[config.mk]
export PLATFORM = sky130hd
export DESIGN_NAME = cfb_config_bank
export DESIGN_NICKNAME = d
export VERILOG_FILES = /design/src/rtl/cfb_boot_decode.v /design/src/rtl/cfb_config_bank.v
export VERILOG_INCLUDE_DIRS = /design/src /design/src/rtl
export SDC_FILE = /design/constraint.sdc
export NUM_CORES = 1
export LEC_CHECK = 0
export BUFFER_PORTS_ARGS = -buffer_cell sky130_fd_sc_hd__buf_2
export CAP_MARGIN = 0
export CORE_UTILIZATION = 45
export CTS_CLUSTER_DIAMETER = 80
export CTS_CLUSTER_SIZE = 20
export DETAILED_ROUTE_END_ITERATION = 6
export GPL_ROUTABILITY_DRIVEN = 0
export PLACE_DENSITY = 0.62
export SYNTH_ARGS = -nofsm -noshare
export SYNTH_HDL_FRONTEND = slang
export SYNTH_SLANG_ARGS = --single-unit
[constraint.sdc]
create_clock -name i_clk_sys -period 2.56 [get_ports i_clk_sys]
set_input_delay 0.128 -clock i_clk_sys [delete_from_list [all_inputs] [get_ports i_clk_sys]]
set_output_delay 0.128 -clock i_clk_sys [all_outputs]
set_load 0.01 [all_outputs]
[src/rtl/cfb_defs.vh]
// Constants for the configuration byte bank and boot segment decode
`ifndef CFB_DEFS_VH
`define CFB_DEFS_VH
`define CFB_ADDR_W 24
`define CFB_CFG_SPACE_LO 24'h800000
`define CFB_BASE 24'hF80000
`define CFB_LAST 24'hF80016
`define CFB_OFS_BOOT 24'hF80000
`define CFB_OFS_SECURE 24'hF80002
`define CFB_OFS_GENERAL 24'hF80004
`define CFB_OFS_INIT_OSC 24'hF80006
`define CFB_OFS_OSC 24'hF80008
`define CFB_OFS_WDT 24'hF8000A
`define CFB_OFS_POR 24'hF8000C
`define CFB_OFS_DEBUG 24'hF8000E
`define CFB_OFS_UID0 24'hF80010
`define CFB_OFS_UID1 24'hF80012
`define CFB_OFS_UID2 24'hF80014
`define CFB_OFS_UID3 24'hF80016
`define CFB_NUM_BYTES 12
`define CFB_IDX_BOOT 0
`define CFB_IDX_SECURE 1
`define CFB_IDX_GENERAL 2
`define CFB_IDX_INIT_OSC 3
`define CFB_IDX_OSC 4
`define CFB_IDX_WDT 5
`define CFB_IDX_POR 6
`define CFB_IDX_DEBUG 7
`define CFB_IDX_UID0 8
`define CFB_IDX_UID1 9
`define CFB_IDX_UID2 10
`define CFB_IDX_UID3 11
`define CFB_ERASED 8'hFF
`define CFB_MASK_BOOT 8'hCF
`define CFB_MASK_SECURE 8'hCF
`define CFB_MASK_GENERAL 8'h07
`define CFB_MASK_INIT_OSC 8'hC7
`define CFB_MASK_OSC 8'hC7
`define CFB_MASK_WDT 8'hFF
`define CFB_MASK_WDT_SMALL 8'hDF
`define CFB_MASK_POR 8'h07
`define CFB_FORCE_POR 8'hE0
`define CFB_MASK_DEBUG 8'hE3
`define CFB_MASK_UID 8'hFF
`define CFB_BIT_WRP 0
`define CFB_BSS_LSB 1
`define CFB_RBS_LSB 6
`define CFB_BOOT_END_1K 24'h0007FE
`define CFB_BOOT_END_4K 24'h001FFE
`define CFB_BOOT_END_8K 24'h003FFE
`define CFB_RAM_NONE 11'h000
`define CFB_RAM_128 11'h080
`define CFB_RAM_256 11'h100
`define CFB_RAM_1024 11'h400
`endif

[src/rtl/cfb_boot_decode.v]
// Boot segment field decoder
`timescale 1ns/100ps
`include "cfb_defs.vh"
module cfb_boot_decode
(
  input wire [7:0] i_boot_byte,
  output reg o_boot_seg_en,
  output reg o_boot_high_sec,
  output reg [23:0] o_boot_seg_end,
  output reg [10:0] o_boot_ram_bytes
);
  wire [2:0] boot_segment_size;
  wire [1:0] boot_ram_size;
  assign boot_segment_size = i_boot_byte[`CFB_BSS_LSB+2:`CFB_BSS_LSB];
  assign boot_ram_size = i_boot_byte[`CFB_RBS_LSB+1:`CFB_RBS_LSB];

  always @*
  begin
    o_boot_seg_en = 1'b1;
    o_boot_high_sec = ~boot_segment_size[2];
    o_boot_seg_end = 24'h000000;
    case (boot_segment_size[1:0])
      2'b10: o_boot_seg_end = `CFB_BOOT_END_1K;
      2'b01: o_boot_seg_end = `CFB_BOOT_END_4K;
      2'b00: o_boot_seg_end = `CFB_BOOT_END_8K;
      default:
      begin
        o_boot_seg_en = 1'b0;
        o_boot_high_sec = 1'b0;
      end
    endcase
  end

  always @*
  begin
    case (boot_ram_size)
      2'b11: o_boot_ram_bytes = `CFB_RAM_NONE;
      2'b10: o_boot_ram_bytes = `CFB_RAM_128;
      2'b01: o_boot_ram_bytes = `CFB_RAM_256;
      default: o_boot_ram_bytes = `CFB_RAM_1024;
    endcase
  end
endmodule // cfb_boot_decode

[src/rtl/cfb_config_bank.v]
// Write-once configuration byte bank with table read and write port
`timescale 1ns/100ps
`include "cfb_defs.vh"
module cfb_config_bank
#(
  parameter SMALL_MEM = 1'b0
)
(
  input wire i_clk_sys,
  input wire i_rst,
  input wire i_tbl_rd,
  input wire i_tbl_wr,
  input wire [23:0] i_tbl_addr,
  input wire [7:0] i_tbl_wdata,
  output reg [7:0] o_tbl_rdata,
  output reg o_tbl_hit,
  output wire o_boot_write_allow,
  output wire o_secure_write_allow,
  output wire o_boot_seg_en,
  output wire o_boot_high_sec,
  output wire [23:0] o_boot_seg_end,
  output wire [10:0] o_boot_ram_bytes
);
  // ****************************************
  // Address decode
  // ****************************************
  wire [`CFB_NUM_BYTES-1:0] hit_vec;
  wire in_bank;
  reg [3:0] idx;
  integer ent;
  // Only table accesses reach this port; instruction fetch has no path here
  assign in_bank = |hit_vec;

  // One-hot entry match turned into the read mux index
  always @*
  begin
    idx = 4'h0;
    for (ent = 0; ent < `CFB_NUM_BYTES; ent = ent + 1)
    begin
      if (hit_vec[ent])
        idx = ent[3:0];
    end
  end

  // ****************************************
  // Storage: cell bit clears once, power cycle restores
  // ****************************************
  reg [7:0] cell_ff [0:`CFB_NUM_BYTES-1];
  reg [7:0] done_ff [0:`CFB_NUM_BYTES-1];

  // Byte address of each entry
  function [23:0] entry_addr;
    input integer ent_num;
    begin
      case (ent_num)
        `CFB_IDX_BOOT: entry_addr = `CFB_OFS_BOOT;
        `CFB_IDX_SECURE: entry_addr = `CFB_OFS_SECURE;
        `CFB_IDX_GENERAL: entry_addr = `CFB_OFS_GENERAL;
        `CFB_IDX_INIT_OSC: entry_addr = `CFB_OFS_INIT_OSC;
        `CFB_IDX_OSC: entry_addr = `CFB_OFS_OSC;
        `CFB_IDX_WDT: entry_addr = `CFB_OFS_WDT;
        `CFB_IDX_POR: entry_addr = `CFB_OFS_POR;
        `CFB_IDX_DEBUG: entry_addr = `CFB_OFS_DEBUG;
        `CFB_IDX_UID0: entry_addr = `CFB_OFS_UID0;
        `CFB_IDX_UID1: entry_addr = `CFB_OFS_UID1;
        `CFB_IDX_UID2: entry_addr = `CFB_OFS_UID2;
        `CFB_IDX_UID3: entry_addr = `CFB_OFS_UID3;
        default: entry_addr = `CFB_OFS_BOOT;
      endcase
    end
  endfunction

  // Implemented bits of each entry; the rest never store and read 0, except POR bits 7:5 which read 1
  function [7:0] entry_mask;
    input integer ent_num;
    begin
      case (ent_num)
        `CFB_IDX_BOOT: entry_mask = `CFB_MASK_BOOT;
        `CFB_IDX_SECURE: entry_mask = `CFB_MASK_SECURE;
        `CFB_IDX_GENERAL: entry_mask = `CFB_MASK_GENERAL;
        `CFB_IDX_INIT_OSC: entry_mask = `CFB_MASK_INIT_OSC;
        `CFB_IDX_OSC: entry_mask = `CFB_MASK_OSC;
        `CFB_IDX_WDT: entry_mask = SMALL_MEM ? `CFB_MASK_WDT_SMALL : `CFB_MASK_WDT;
        `CFB_IDX_POR: entry_mask = `CFB_MASK_POR;
        `CFB_IDX_DEBUG: entry_mask = `CFB_MASK_DEBUG;
        default: entry_mask = `CFB_MASK_UID;
      endcase
    end
  endfunction

  // Bits that always read 1 whatever was written
  function [7:0] entry_force;
    input integer ent_num;
    begin
      if (ent_num == `CFB_IDX_POR)
        entry_force = `CFB_FORCE_POR;
      else
        entry_force = 8'h00;
    end
  endfunction

  genvar g;
  generate
    for (g = 0; g < `CFB_NUM_BYTES; g = g + 1)
    begin : g_cell
      wire sel;
      wire [7:0] nxt_cell;
      wire [7:0] nxt_done;
      wire [7:0] wr_bits;
      assign hit_vec[g] = (i_tbl_addr == entry_addr(g));
      assign sel = i_tbl_wr && hit_vec[g];
      // Bits already written this power cycle are locked
      assign wr_bits = sel ? (entry_mask(g) & ~done_ff[g]) : 8'h00;
      assign nxt_cell = (cell_ff[g] & ~wr_bits) | (i_tbl_wdata & wr_bits & cell_ff[g]);
      assign nxt_done = done_ff[g] | wr_bits;
      always @(posedge i_clk_sys)
      begin
        if (i_rst)
        begin
          cell_ff[g] <= `CFB_ERASED;
          done_ff[g] <= 8'h00;
        end
        else
        begin
          cell_ff[g] <= nxt_cell;
          done_ff[g] <= nxt_done;
        end
      end
    end
  endgenerate

  // ****************************************
  // Table read port
  // ****************************************
  reg [7:0] nxt_rdata;
  always @*
  begin
    nxt_rdata = o_tbl_rdata;
    if (i_tbl_rd)
    begin
      if (in_bank)
        nxt_rdata = (cell_ff[idx] & entry_mask(idx)) | entry_force(idx);
      else
        nxt_rdata = 8'h00;
    end
  end

  always @(posedge i_clk_sys)
  begin
    if (i_rst)
    begin
      o_tbl_rdata <= 8'h00;
      o_tbl_hit <= 1'b0;
    end
    else
    begin
      o_tbl_rdata <= nxt_rdata;
      o_tbl_hit <= (i_tbl_rd || i_tbl_wr) && in_bank;
    end
  end

  // ****************************************
  // Protection outputs
  // ****************************************
  wire [7:0] boot_byte;
  assign boot_byte = cell_ff[`CFB_IDX_BOOT] & `CFB_MASK_BOOT;
  assign o_boot_write_allow = boot_byte[`CFB_BIT_WRP];
  assign o_secure_write_allow = cell_ff[`CFB_IDX_SECURE][`CFB_BIT_WRP];

  cfb_boot_decode u_boot_decode
  (
    .i_boot_byte(boot_byte),
    .o_boot_seg_en(o_boot_seg_en),
    .o_boot_high_sec(o_boot_high_sec),
    .o_boot_seg_end(o_boot_seg_end),
    .o_boot_ram_bytes(o_boot_ram_bytes)
  );
endmodule // cfb_config_bank

==> results of run 1 <==
==> flip-flops by register name, summed over array words and instances, names as in the netlist <==
signal	flops
cell_ff	73
o_tbl_rdata	8
done_ff	73
o_tbl_hit	1
==> report_power, final <==
part / switching (mW) / internal, mW / leakage, nW / total, mW
sequential: 0.000000129 / 2.41 / 1.25 / 2.41
combinational: 0.132 / 0.0505 / 1.47 / 0.182
clock: 0.935 / 1.64 / 0.307 / 2.58
total: 1.07 / 4.11 / 3.03 / 5.17
==> worst paths after layout <==
| kind | startpoint | end | cells after the start |
|---|---|---|---|
| worst min-delay path | i_tbl_wr | o_tbl_hit$_SDFF_PP0_ | 3 |
| worst max-delay path | i_tbl_addr[9] | cell_ff[3][1]$_SDFF_PP1_ | 8 |
| worst min register to register | cell_ff[8][4]$_SDFF_PP1_ | cell_ff[8][4]$_SDFF_PP1_ | 1 |
| worst max register to register | cell_ff[11][7]$_SDFF_PP1_ | o_tbl_rdata[7]$_SDFFE_PP0P_ | 5 |
==> cell families (layout without fill, tap and decap cells) <==
group,after synthesis,count (layout)
buffers and inverters,73,126
and+or+nand+nor,380,380
muxes,31,31
other,1,19
DFF,155,155
AOI/OAI and AO/OA,106,106
==> per-layer routing <==
metal	vias up	share of wire	global-route usage
met1	2448	0.46	0.291
li1	2577	-	-
met4	0	0.020	0.0787
met2	161	0.47	0.364
met5	-	0	0
met3	22	0.055	0.0533
==> layout by cell type, fill, tap and decap left out, types with 3 or more instances in the layout <==
cell / count
a21o_1: 55
dfxtp_1: 155
inv_1: 4
a21oi_1: 7
bufinv_16: 3
nor2_1: 220
o31ai_1: 20
nor4_1: 10
o2111ai_1: 3
nand2_1: 74
o21ai_0: 7
conb_1: 19
clkbuf_8: 5
nand3_1: 15
mux2i_1: 21
nor3_1: 11
nand4_1: 8
or4_1: 3
buf_4: 29
clkbuf_16: 17
nand2b_1: 20
clkinv_2: 5
buf_2: 63
mux2_2: 8
==> worst register-to-register path, delay by kind of cell, from the launching register on <==
family	cells	cell delay (ns)
muxes	1	0.27
and+or+nand+nor	2	0.14
DFF	1	0.31
AOI/OAI and AO/OA	2	0.38
==> through the flow <==
| step | setup slack (ns) | hold slack (ns) |
|---|---|---|
| after floorplan | 0.626 | 0.265 |
| after global placement | 0.292 | 0.430 |
| after detailed placement | 0.193 | 0.442 |
| after CTS | 0.612 | 0.0337 |
| after global routing | 0.343 | 0.0930 |
| final | 0.588 | 0.0572 |
==> final cells by class <==
cell class / count / area (um2)
fill: 1276 / 6120
clock buffer: 22 / 494
inverter: 4 / 15.0
multi-input combinational: 536 / 2860
sequential: 155 / 3100
clock inverter: 8 / 115
timing repair buffer: 92 / 533
tap: 176 / 220
==> key figures, run 1 <==
Status
  • Status: completed

Power and ir drop
  • Maximum VDD drop: 0.000486 V
  • Total chip power: 5.17 mW
  • Leakage: 3.03 nW
  • Pwr dens: 705 nW/um2

Worst setup path
  • Max FO, Critical Path: 11
  • Worst Setup Start Kind: input port
  • Buffer and inverter count on the worst path: 1
  • CP delay by family, top: simple AND/OR/NAND/NOR gates
  • Arr. time, crit path: 2.28 ns
  • Crit path kind: input port to register
  • CP max stage cell: and4_1
  • Worst Path Required: 2.87 ns
  • Worst setup EP type: register
  • Max incr delay on CP: 0.40 ns
  • Reg-to-reg slack, setup: 1.35 ns
  • Crit-path cells: buf_2 > nor4_1 > and4_1 > nand2_1 > nor3_1 > nand4_1 > o31ai_1 > nand2b_1

Logic synthesis
  • Async set or reset register ratio after synthesis: 0
  • Compound-Gate Fraction of Synth Area: 0.123
  • Synth area leader: dfxtp_1
  • Mux contribution to synthesized area: 0.0546
  • Ys Warns: 0
  • Most frequent cells after synthesis: nor2_1 (220), dfxtp_1 (155), nand2_1 (74)
  • Synth Area in XOR/XNOR: 0
  • Syn avg cell area: 8.48 um2
  • Post-synth EDFFs: 0
  • Synth Instances: 746
  • Adder-cell share of the synthesized area: 0
  • Primary FF master, synth: dfxtp_1
  • Sequential fraction of the synthesis area: 0.491
  • Combinational family with the most area after synthesis: simple AND/OR/NAND/NOR gates
  • FF+latch count, synth: 155
  • Distinct cells, synth: 49
  • Synth top area cells: dfxtp_1 (49%), nor2_1 (13%), a21o_1 (6.5%)
  • Post-synthesis simple-gate area fraction: 0.263
  • Post-Syn Area: 6330 um2
  • Most common cell in the netlist: nor2_1
  • Share of the synthesized area in the top cell type: 0.491

Floorplan
  • Width of the die: 121 um
  • Core area: 13,500 um2
  • Starting Density: 0.470
  • Die H: 121 um
  • Die area: 14,500 um2
  • Row count: 42
  • # IOs: 84

Clock network
  • CTS resizes: 0
  • Worst skew pair latency: 0.42 ns
  • H-tree Lvls: 4
  • CTS Buf Count: 17
  • CTS Root Cell: clkbuf_16
  • Worst-path clk slew: 0.06 ns
  • Sink Count: 155
  • CTS Buffer Depth: 2
  • CTS tree: yes
  • Hold buffer count at cts: 0
  • Post-CTS Setup Bufs: 0

Layout
  • Area Growth Syn to Fin: 16.0%
  • Nets@finish: 842
  • Share of cells above drive strength 1: 0.169
  • Antenna Cells: 0
  • Post-layout util: 0.545
  • Fin cells: 993
  • Design area: 7340 um2

Routing
  • DR vias: 5,208
  • Drt pass-1 iters: 5
  • Iteration-0 DRC Markers: 391
  • Vias per inst: 5.24
  • DRT antenna net count: 0
  • Final WL: 15,500 um
  • Avg WL per Cell: 15.6 um
  • Post-route DRC violation count: 0

Placed design
  • Placed cell count: 963
  • Port Buffers: 64
  • Area after DPL: 6730 um2
  • DP HPWL: 10,800 um

Timing
  • Slew of the pin with the lowest slew margin: 0.540 ns
  • Minimum clock period: 1.97 ns
  • Final hold viol count: 0
  • Relative slew slack: 0.640
  • Setup TNS: 0 ns
  • Final setup viols: 0
  • Fin crit share: 0.770
  • Max-slew violations: 0
  • Clk_skew: 0.00571 ns
  • Max Fclk: 507 MHz
  • RSZ-0062 raised after global routing: false

Global route
  • Pin count of the biggest net entering global routing: 61
  • Final global-route overflow total: 0
  • Vias in the first global route: 4,739
  • Total GRT Usage: 0.224
  • Number of antenna violations at the first check in global routing: 0
  • First-pass GRT wire length: 24,700 um

Min path
  • Tightest Hold Check Type: input port to register

Run
  • Total of max-cap violations: 0
No activity file was read; power rests on OpenSTA's default activity.
==> run 2, diff against run 1 <==
--- a/config.mk
+++ b/config.mk
@@ -6,6 +6,7 @@
 export SDC_FILE = /design/constraint.sdc
 export NUM_CORES = 1
 export LEC_CHECK = 0
+export ABC_AREA = 1
 export BUFFER_PORTS_ARGS = -buffer_cell sky130_fd_sc_hd__buf_2
 export CAP_MARGIN = 0
 export CORE_UTILIZATION = 45
@@ -13,7 +14,7 @@
 export CTS_CLUSTER_SIZE = 20
 export DETAILED_ROUTE_END_ITERATION = 6
 export GPL_ROUTABILITY_DRIVEN = 0
-export PLACE_DENSITY = 0.62
+export PLACE_DENSITY = 0.64
 export SYNTH_ARGS = -nofsm -noshare
 export SYNTH_HDL_FRONTEND = slang
 export SYNTH_SLANG_ARGS = --single-unit
==> constraint.sdc (replaced) <==
create_clock -name i_clk_sys -period 1.61 [get_ports i_clk_sys]
set_input_delay 0.0805 -clock i_clk_sys [delete_from_list [all_inputs] [get_ports i_clk_sys]]
set_output_delay 0.0805 -clock i_clk_sys [all_outputs]
set_load 0.01 [all_outputs]
==> run 2 against run 1 <==
Synthesized area rose by 5.8%. Cell count rose by 23%. Critical endpoint is now o_tbl_rdata[1]$_SDFFE_PP0P_. First-iteration DRC count rose by 23%. Combinational power rose by 79%. Clock power rose by 65%.
==> key figures, run 2 <==
Global route
  • Met2 usage: 0.388 (was 0.364)
  • Global Route met3 Usage: 0.0586 (was 0.0533)
  • First-pass GRT wire length: 27,500 um (was 24,700 um)
  • Vias in the first global route: 5,271 (was 4,739)
  • Most crowded layer after global routing: met2 (unchanged)
  • Pin count of the biggest net entering global routing: 77 (was 61)
  • Number of antenna violations at the first check in global routing: 0 (unchanged)
  • Final global-route overflow total: 0 (unchanged)
  • Met1 Use GR: 0.320 (was 0.291)
  • Total GRT Usage: 0.241 (was 0.224)

Min path
  • Hold path depth: 3 (unchanged)
  • Tightest Hold Check Type: input port to register (unchanged)

Power and ir drop
  • Leakage: 3.99 nW (was 3.03 nW)
  • Int Power: 6.58 mW (was 4.11 mW)
  • Power share of the clock group: 0.506 (was 0.498)
  • Power share of the sequential group: 0.456 (was 0.466)
  • Combinational power share: 0.039 (was 0.035)
  • Net Sw Frac: 0.219 (was 0.206)
  • Pwr dens: 962 nW/um2 (was 705 nW/um2)
  • Maximum VDD drop: 0.000715 V (was 0.000486 V)
  • Switching power: 1.85 mW (was 1.07 mW)

Routing
  • Iteration-0 DRC Markers: 479 (was 391)
  • Final WL: 18,400 um (was 15,500 um)
  • Drt pass-1 iters: 5 (unchanged)
  • DR vias: 6,140 (was 5,208)
  • Post-route DRC violation count: 0 (unchanged)
  • Vias per inst: 5.01 (was 5.24)
  • DRT antenna net count: 0 (unchanged)
  • Avg WL per Cell: 15.0 um (was 15.6 um)

Timing
  • Final WS setup: 0.0837 ns (was 0.588 ns)
  • Final hold viol count: 0 (unchanged)
  • Relative slew slack: 0.583 (was 0.640)
  • Max Fclk: 655 MHz
  • Fin crit share: 0.948
  • Slew of the pin with the lowest slew margin: 0.626 ns (was 0.540 ns)
  • RSZ-0062 raised after global routing: true (was false)
  • Minimum clock period: 1.53 ns
  • Final setup viols: 0 (unchanged)
  • Clk_skew: 0.00427 ns (was 0.00571 ns)
  • Max-slew violations: 0 (unchanged)
  • Setup TNS: 0 ns (unchanged)

Layout
  • Antenna Cells: 0 (unchanged)
  • Nets@finish: 1,065 (was 842)
  • Regs by FF count: cell_ff: 73 flops, done_ff: 73 flops, o_tbl_rdata: 8 flops (unchanged)
  • Commonest non-fill, non-tap cells in the layout: dfxtp_1 (155), nand2_1 (153), inv_1 (116) (was nor2_1 (220), dfxtp_1 (155), nand2_1 (74))
  • Fillers: 1,281 (was 1,276)
  • Share of cells above drive strength 1: 0.276 (was 0.169)
  • Commonest non-fill, non-tap cell in the layout: dfxtp_1 (was nor2_1)
  • Area Growth Syn to Fin: 30.8% (was 16.0%)

Logic synthesis
  • Mux contribution to synthesized area: 0 (was 0.0546)
  • Primary FF master, synth: dfxtp_1 (unchanged)
  • Most common cell in the netlist: nand2_1 (was nor2_1)
  • Compound-Gate Fraction of Synth Area: 0.156 (was 0.123)
  • Share of the synthesized area in the top cell type: 0.463 (was 0.491)
  • Async set or reset register ratio after synthesis: 0 (unchanged)
  • Synth Area in XOR/XNOR: 0 (unchanged)
  • Sequential fraction of the synthesis area: 0.463 (was 0.491)
  • Post-synthesis simple-gate area fraction: 0.245 (was 0.263)
  • Synth Instances: 884 (was 746)
  • Distinct cells, synth: 37 (was 49)
  • Combinational family with the most area after synthesis: simple AND/OR/NAND/NOR gates (unchanged)
  • Most frequent cells after synthesis: nand2_1 (161), dfxtp_1 (155), inv_1 (120) (was nor2_1 (220), dfxtp_1 (155), nand2_1 (74))
  • Ys Warns: 0 (unchanged)
  • Post-synth EDFFs: 0 (unchanged)
  • Post-Syn Area: 6700 um2 (was 6330 um2)
  • Syn avg cell area: 7.57 um2 (was 8.48 um2)
  • Adder-cell share of the synthesized area: 0 (unchanged)
  • FF+latch count, synth: 155 (unchanged)
  • Synth top area cells: dfxtp_1 (46%), nand2_1 (9.0%), inv_1 (6.7%) (was dfxtp_1 (49%), nor2_1 (13%), a21o_1 (6.5%))
  • Synth area leader: dfxtp_1 (unchanged)

Clock network
  • CTS Buf Count: 17 (unchanged)
  • Worst-path clk slew: 0.06 ns (about the same)
  • Worst skew pair latency: 0.42 ns (about the same)
  • Sink Count: 155 (unchanged)
  • CTS Root Cell: clkbuf_16 (unchanged)
  • CTS Buffer Depth: 2 (unchanged)
  • CTS tree: yes (unchanged)
  • H-tree Lvls: 4 (unchanged)

Placed design
  • DP HPWL: 12,100 um (was 10,800 um)
  • Port Buffers: 64 (unchanged)
  • Worst slack at placement: -0.523 ns (was 0.193 ns)

Worst setup path
  • Max incr delay on CP: 0.22 ns (was 0.40 ns)
  • Worst setup EP type: register (unchanged)
  • Worst Path Required: 1.90 ns (was 2.87 ns)
  • Worst Setup Start Kind: input port (unchanged)
  • CP max stage cell: buf_4 (was and4_1)
  • Reg-to-reg slack, setup: 0.44 ns (was 1.35 ns)
  • Most frequent CP cell: nand2_1
  • Crit-path cells: buf_6 > nor2_4 > nand2_2 > nor2_4 > buf_12 > nand4_1 > buf_4 > nand4_4 > nand2_1 > o21ai_1 > nand2_1 > nand2_1 > nand2_1 > nand2_1 > nor2_1 > nor2_1 > nor2_1 (was buf_2 > nor4_1 > and4_1 > nand2_1 > nor3_1 > nand4_1 > o31ai_1 > nand2b_1)
  • R2r worst-path depth: 8 (was 5)
  • Max FO, Critical Path: 6 (was 11)
  • Critical Path Source: i_tbl_addr[8] (was i_tbl_addr[9])
  • Crit path capture: o_tbl_rdata[1]$_SDFFE_PP0P_ (was cell_ff[3][1]$_SDFF_PP1_)
  • Critical R2R Launch: cell_ff[0][6]$_SDFF_PP1_ (was cell_ff[11][7]$_SDFF_PP1_)
  • Worst reg2reg path endpoint: o_tbl_rdata[6]$_SDFFE_PP0P_ (was o_tbl_rdata[7]$_SDFFE_PP0P_)
  • Crit path kind: input port to register (unchanged)
  • Arr. time, crit path: 1.82 ns (was 2.28 ns)

Floorplan
  • Die H: 124 um (was 121 um)
  • Row count: 44 (was 42)
  • Die area: 15,400 um2 (was 14,500 um2)
  • # IOs: 84 (unchanged)
  • Core area: 14,500 um2 (was 13,500 um2)
  • Starting Density: 0.461 (was 0.470)
  • Width of the die: 124 um (was 121 um)

Status
  • Status: completed (unchanged)

Run
  • Total of max-cap violations: 0 (unchanged)
==> run 2: changes by cell type after synthesis, moves of 30 or more <==
cell,previous run,this run
a21o_1,55,0
a21oi_1,7,72
inv_1,4,120
nand2_1,74,161
nor2_1,220,85
o21ai_0,7,37
==> run 2: power groups by stage <==
stage | Sequential (mW) | Combinational (mW) | Clock, mW
finish | 3.84 | 0.325 | 4.26
global route | 3.84 | 0.353 | 4.47
CTS | 3.84 | 0.291 | 4.31
detailed placement | 3.92 | 0.284 | 0
global placement | 3.92 | 0.285 | 0
floorplan | 3.92 | 0.173 | 0
==> run 2: worst min-delay path by stage <==
stage | start | endpoint
floorplan | i_tbl_wdata[3] | cell_ff[5][3]$_SDFF_PP1_
global placement | i_tbl_wdata[4] | cell_ff[5][4]$_SDFF_PP1_
detailed placement | i_tbl_wdata[4] | cell_ff[5][4]$_SDFF_PP1_
CTS | i_tbl_wdata[5] | cell_ff[5][5]$_SDFF_PP1_
global route | i_tbl_wdata[5] | cell_ff[11][5]$_SDFF_PP1_
finish | i_tbl_wdata[5] | cell_ff[5][5]$_SDFF_PP1_
==> run 2: timing repair <==
| action | 4_1_cts | 5_1_grt |
|---|---|---|
| buffers inserted | 2 | 10 |
| gates cloned | 0 | 3 |
| hold buffers | 3 | 0 |
| setup endpoints to repair | 3 | 15 |
| pin swaps | 1 | 27 |
| resized for setup | 1 | 63 |
| hold endpoints to repair | 5 | 0 |
==> run 2: metrics by stage <==
| step | hold WS, ns | instances | utilization | total power [mW] | area (um2) |
|---|---|---|---|---|---|
| after floorplan | 0.205 | 902 | - | 4.10 | 6760 |
| after global placement | 0.393 | 1176 | 0.530 | 4.21 | 7700 |
| after detailed placement | 0.402 | 1176 | 0.530 | 4.21 | 7700 |
| after CTS | 0.0303 | 1213 | 0.576 | 8.44 | 8380 |
| after global routing | 0.0566 | 1226 | 0.603 | 8.66 | 8760 |
| final | 0.0428 | 1226 | 0.603 | 8.43 | 8760 |
==> run 2: routing by layer <==
metal,vias to the layer above,routed length [um]
li1,3123,-
met1,2811,8620
met2,180,8410
met3,26,1030
met4,0,333
met5,-,0
==> run 2: final cells by class <==
type	count	area [um2]	share of cell area
clock inverter	14	193	0.0220
clock buffer	18	439	0.0501
tap	184	230	0.0263
timing repair buffer	174	1310	0.150
sequential	155	3100	0.354
inverter	128	483	0.0551
multi-input combinational	553	3000	0.343
==> run 2: logic make-up after synthesis <==
| kind of cell | count (synthesis) |
|---|---|
| AOI/OAI and AO/OA | 178 |
| DFF | 155 |
| and+or+nand+nor | 354 |
| other | 1 |
| buffers and inverters | 196 |
==> run 2: worst max-delay path, delay by kind of cell <==
kind | cells | cell delay [ns]
buffers and inverters | 3 | 0.47
AND/OR/NAND/NOR | 13 | 1.19
AO/OA/AOI/OAI | 1 | 0.09
==> run 3, diff against run 2 <==
--- a/config.mk
+++ b/config.mk
@@ -17,4 +17,5 @@
 export PLACE_DENSITY = 0.64
 export SYNTH_ARGS = -nofsm -noshare
 export SYNTH_HDL_FRONTEND = slang
+export SYNTH_HIERARCHICAL = 1
 export SYNTH_SLANG_ARGS = --single-unit
==> run 3 against run 2 <==
The flow now finishes with violations (negative setup slack). Synthesized cell count shrank 1.6%. Total power shrank 2.7%. Global-route usage grew 1.4 points. Cell count grew 0.24%. Via count grew 2.9%. Largest cell class unchanged.
==> key figures, run 3 <==
Worst setup path
  • Critical R2R Launch: cell_ff[0][7]$_SDFF_PP1_ (was cell_ff[0][6]$_SDFF_PP1_)
  • Max FO, Critical Path: 5 (was 6)
  • Worst setup EP type: register (unchanged)
  • CP max stage cell: nor2_4 (was buf_4)
  • Buffer and inverter count on the worst path: 4 (was 3)
  • Critical Path Source: i_tbl_addr[12] (was i_tbl_addr[8])
  • Arr. time, crit path: 2.02 ns (was 1.82 ns)
  • R2r worst-path depth: 10 (was 8)
  • Crit-path cells: buf_2 > nor2_2 > nand2_2 > nor2_4 > buf_6 > buf_4 > nand3_2 > nand3_4 > nor2_4 > nand3_4 > buf_8 > nand2_1 > nand3_2 > nand3_2 > a21oi_2 > nand2_1 > nand2_1 > a21oi_1 (was buf_6 > nor2_4 > nand2_2 > nor2_4 > buf_12 > nand4_1 > buf_4 > nand4_4 > nand2_1 > o21ai_1 > nand2_1 > nand2_1 > nand2_1 > nand2_1 > nor2_1 > nor2_1 > nor2_1)
  • Crit path kind: input port to register (unchanged)
  • Max incr delay on CP: 0.18 ns (was 0.22 ns)
  • CP delay by family, top: simple AND/OR/NAND/NOR gates (unchanged)
  • Number of cells on the critical path: 18 (was 17)
  • Worst Setup Start Kind: input port (unchanged)
  • Worst Path Required: 1.90 ns (about the same)

Routing
  • Avg WL per Cell: 15.7 um (was 15.0 um)
  • Post-route DRC violation count: 0 (unchanged)
  • Final WL: 19,300 um (was 18,400 um)
  • Drt pass-1 iters: 5 (unchanged)
  • Vias per inst: 5.14 (was 5.01)
  • Iteration-0 DRC Markers: 534 (was 479)
  • DR vias: 6,316 (was 6,140)
  • DRT antenna net count: 0 (unchanged)

Global route
  • Final global-route overflow total: 0 (unchanged)
  • First-pass GRT wire length: 29,000 um (was 27,500 um)
  • Number of antenna violations at the first check in global routing: 0 (unchanged)
  • Total GRT Usage: 0.255 (was 0.241)
  • Vias in the first global route: 5,556 (was 5,271)
  • Pin count of the biggest net entering global routing: 43 (was 77)

Layout
  • Nets@finish: 1,068 (was 1,065)
  • Share of cells above drive strength 1: 0.300 (was 0.276)
  • Regs by FF count: cell_ff: 73 flops, done_ff: 73 flops, o_tbl_rdata: 8 flops (unchanged)
  • Fillers: 1,300 (was 1,281)
  • Commonest non-fill, non-tap cells in the layout: dfxtp_1 (155), nand2_1 (147), nor2_1 (114) (was dfxtp_1 (155), nand2_1 (153), inv_1 (116))
  • Antenna Cells: 0 (unchanged)
  • Commonest non-fill, non-tap cell in the layout: dfxtp_1 (unchanged)
  • Area Growth Syn to Fin: 31.6% (was 30.8%)

Logic synthesis
  • Synth Instances: 870 (was 884)
  • Post-Syn Area: 6670 um2 (was 6700 um2)
  • Syn avg cell area: 7.67 um2 (was 7.57 um2)
  • Ys Warns: 6 (was 0)

Min path
  • Hold path depth: 3 (unchanged)
  • Worst Hold Launch: i_tbl_wdata[5] (unchanged)
  • Tightest Hold Check Type: input port to register (unchanged)

Placed design
  • DP HPWL: 13,400 um (was 12,100 um)
  • Port Buffers: 64 (unchanged)
  • Worst slack at placement: -0.427 ns (was -0.523 ns)

Timing
  • Clk_skew: 0.00818 ns (was 0.00427 ns)
  • Final hold viol count: 0 (unchanged)
  • Minimum clock period: 1.73 ns (was 1.53 ns)
  • Final setup viols: 7 (was 0)
  • Max Fclk: 579 MHz (was 655 MHz)
  • Fin crit share: 1.07 (was 0.948)
  • Final WS setup: -0.118 ns (was 0.0837 ns)
  • Max-slew violations: 0 (unchanged)
  • RSZ-0062 raised after global routing: true (unchanged)
  • Setup TNS: -0.373 ns (was 0 ns)

Power and ir drop
  • Power share of the clock group: 0.496 (was 0.506)
  • Pwr dens: 933 nW/um2 (was 962 nW/um2)
  • Power share of the sequential group: 0.468 (was 0.456)
  • Int Power: 6.26 mW (was 6.58 mW)
  • Combinational power share: 0.036 (was 0.039)
  • Net Sw Frac: 0.236 (was 0.219)
  • Leakage: 3.95 nW (was 3.99 nW)
  • Maximum VDD drop: 0.000646 V (was 0.000715 V)
  • Switching power: 1.94 mW (was 1.85 mW)

Floorplan
  • Row count: 44 (unchanged)
  • Starting Density: 0.461 (about the same)
  • Die area: 15,300 um2 (was 15,400 um2)
  • Width of the die: 124 um (about the same)
  • Core area: 14,500 um2 (about the same)
  • # IOs: 84 (unchanged)
  • Die H: 124 um (about the same)

Clock network
  • CTS Buffer Depth: 2 (unchanged)
  • H-tree Lvls: 4 (unchanged)
  • CTS Buf Count: 17 (unchanged)
  • Worst-path clk slew: 0.07 ns (was 0.06 ns)
  • CTS tree: yes (unchanged)
  • Sink Count: 155 (unchanged)
  • Worst skew pair latency: 0.42 ns (about the same)
  • CTS Root Cell: clkbuf_16 (unchanged)

Run
  • Total of max-cap violations: 0 (unchanged)

Status
  • Status: finished, violations left (was completed)
  • Violated checks: negative setup slack
[run 3: final timing paths]
kind,to,slack (ns)
max,o_tbl_rdata[6]$_SDFFE_PP0P_,-0.12
min,cell_ff[9][5]$_SDFF_PP1_,0.05
max reg2reg,o_tbl_rdata[7]$_SDFFE_PP0P_,0.45
min reg2reg,done_ff[2][11]$_SDFF_PP0_,0.45
[run 3: repair_timing]
item / 4_1_cts / 5_1_grt
setup buffers: 0 / 14
hold buffers: 3 / 0
cloned: 0 / 2
gates resized for setup: 1 / 72
pin swaps: 1 / 23
setup endpoints to repair: 2 / 14
hold endpoints to repair: 6 / 0
[run 3: area by class of cell]
| class | count | area [um2] | area share |
|---|---|---|---|
| clock buffer | 17 | 425 | 0.0484 |
| sequential | 155 | 3100 | 0.353 |
| timing repair buffer | 193 | 1440 | 0.163 |
| tap | 184 | 230 | 0.0262 |
| inverter | 97 | 382 | 0.0435 |
| timing repair inverter | 1 | 6.26 | 0.000712 |
| multi-input combinational | 567 | 3020 | 0.344 |
| clock inverter | 15 | 180 | 0.0205 |
[run 3: power by group through the flow]
| stage | clock [mW] | sequential, mW | combinational (mW) |
|---|---|---|---|
| 6_report | 4.06 | 3.83 | 0.299 |
| 5_1_grt | 4.30 | 3.83 | 0.327 |
| 3_3_place_gp | 0 | 3.92 | 0.281 |
| 2_1_floorplan | 0 | 3.92 | 0.171 |
| 4_1_cts | 4.12 | 3.83 | 0.290 |
| 3_5_place_dp | 0 | 3.92 | 0.283 |
[run 3: layer usage]
layer	part of all wire	global-route usage	vias up
met5	0	0	-
met4	0.025	0.0934	0
met3	0.057	0.0485	35
met2	0.45	0.390	222
met1	0.46	0.355	2933
li1	-	-	3126
[run 3: stage by stage]
step | power (mW) | hold slack [ns] | instances | util | cell area, um2
final | 8.20 | 0.0497 | 1229 | 0.607 | 8780
after global routing | 8.46 | 0.0467 | 1229 | 0.607 | 8780
after CTS | 8.25 | 0.0379 | 1214 | 0.579 | 8380
after detailed placement | 4.20 | 0.369 | 1179 | 0.534 | 7740
after global placement | 4.20 | 0.366 | 1179 | 0.534 | 7740
after floorplan | 4.09 | 0.175 | 888 | - | 6750
[run 3: worst register-to-register path: stages (launching register included)]
cell,delay [ns]
dfxtp_1,0.43
nand4_1,0.12
nand3_1,0.10
nand2_1,0.05
nand2_1,0.05
nand2_1,0.04
inv_1,0.05
nand2_1,0.04
nand2_1,0.05
nand2_1,0.05
a21oi_1,0.11
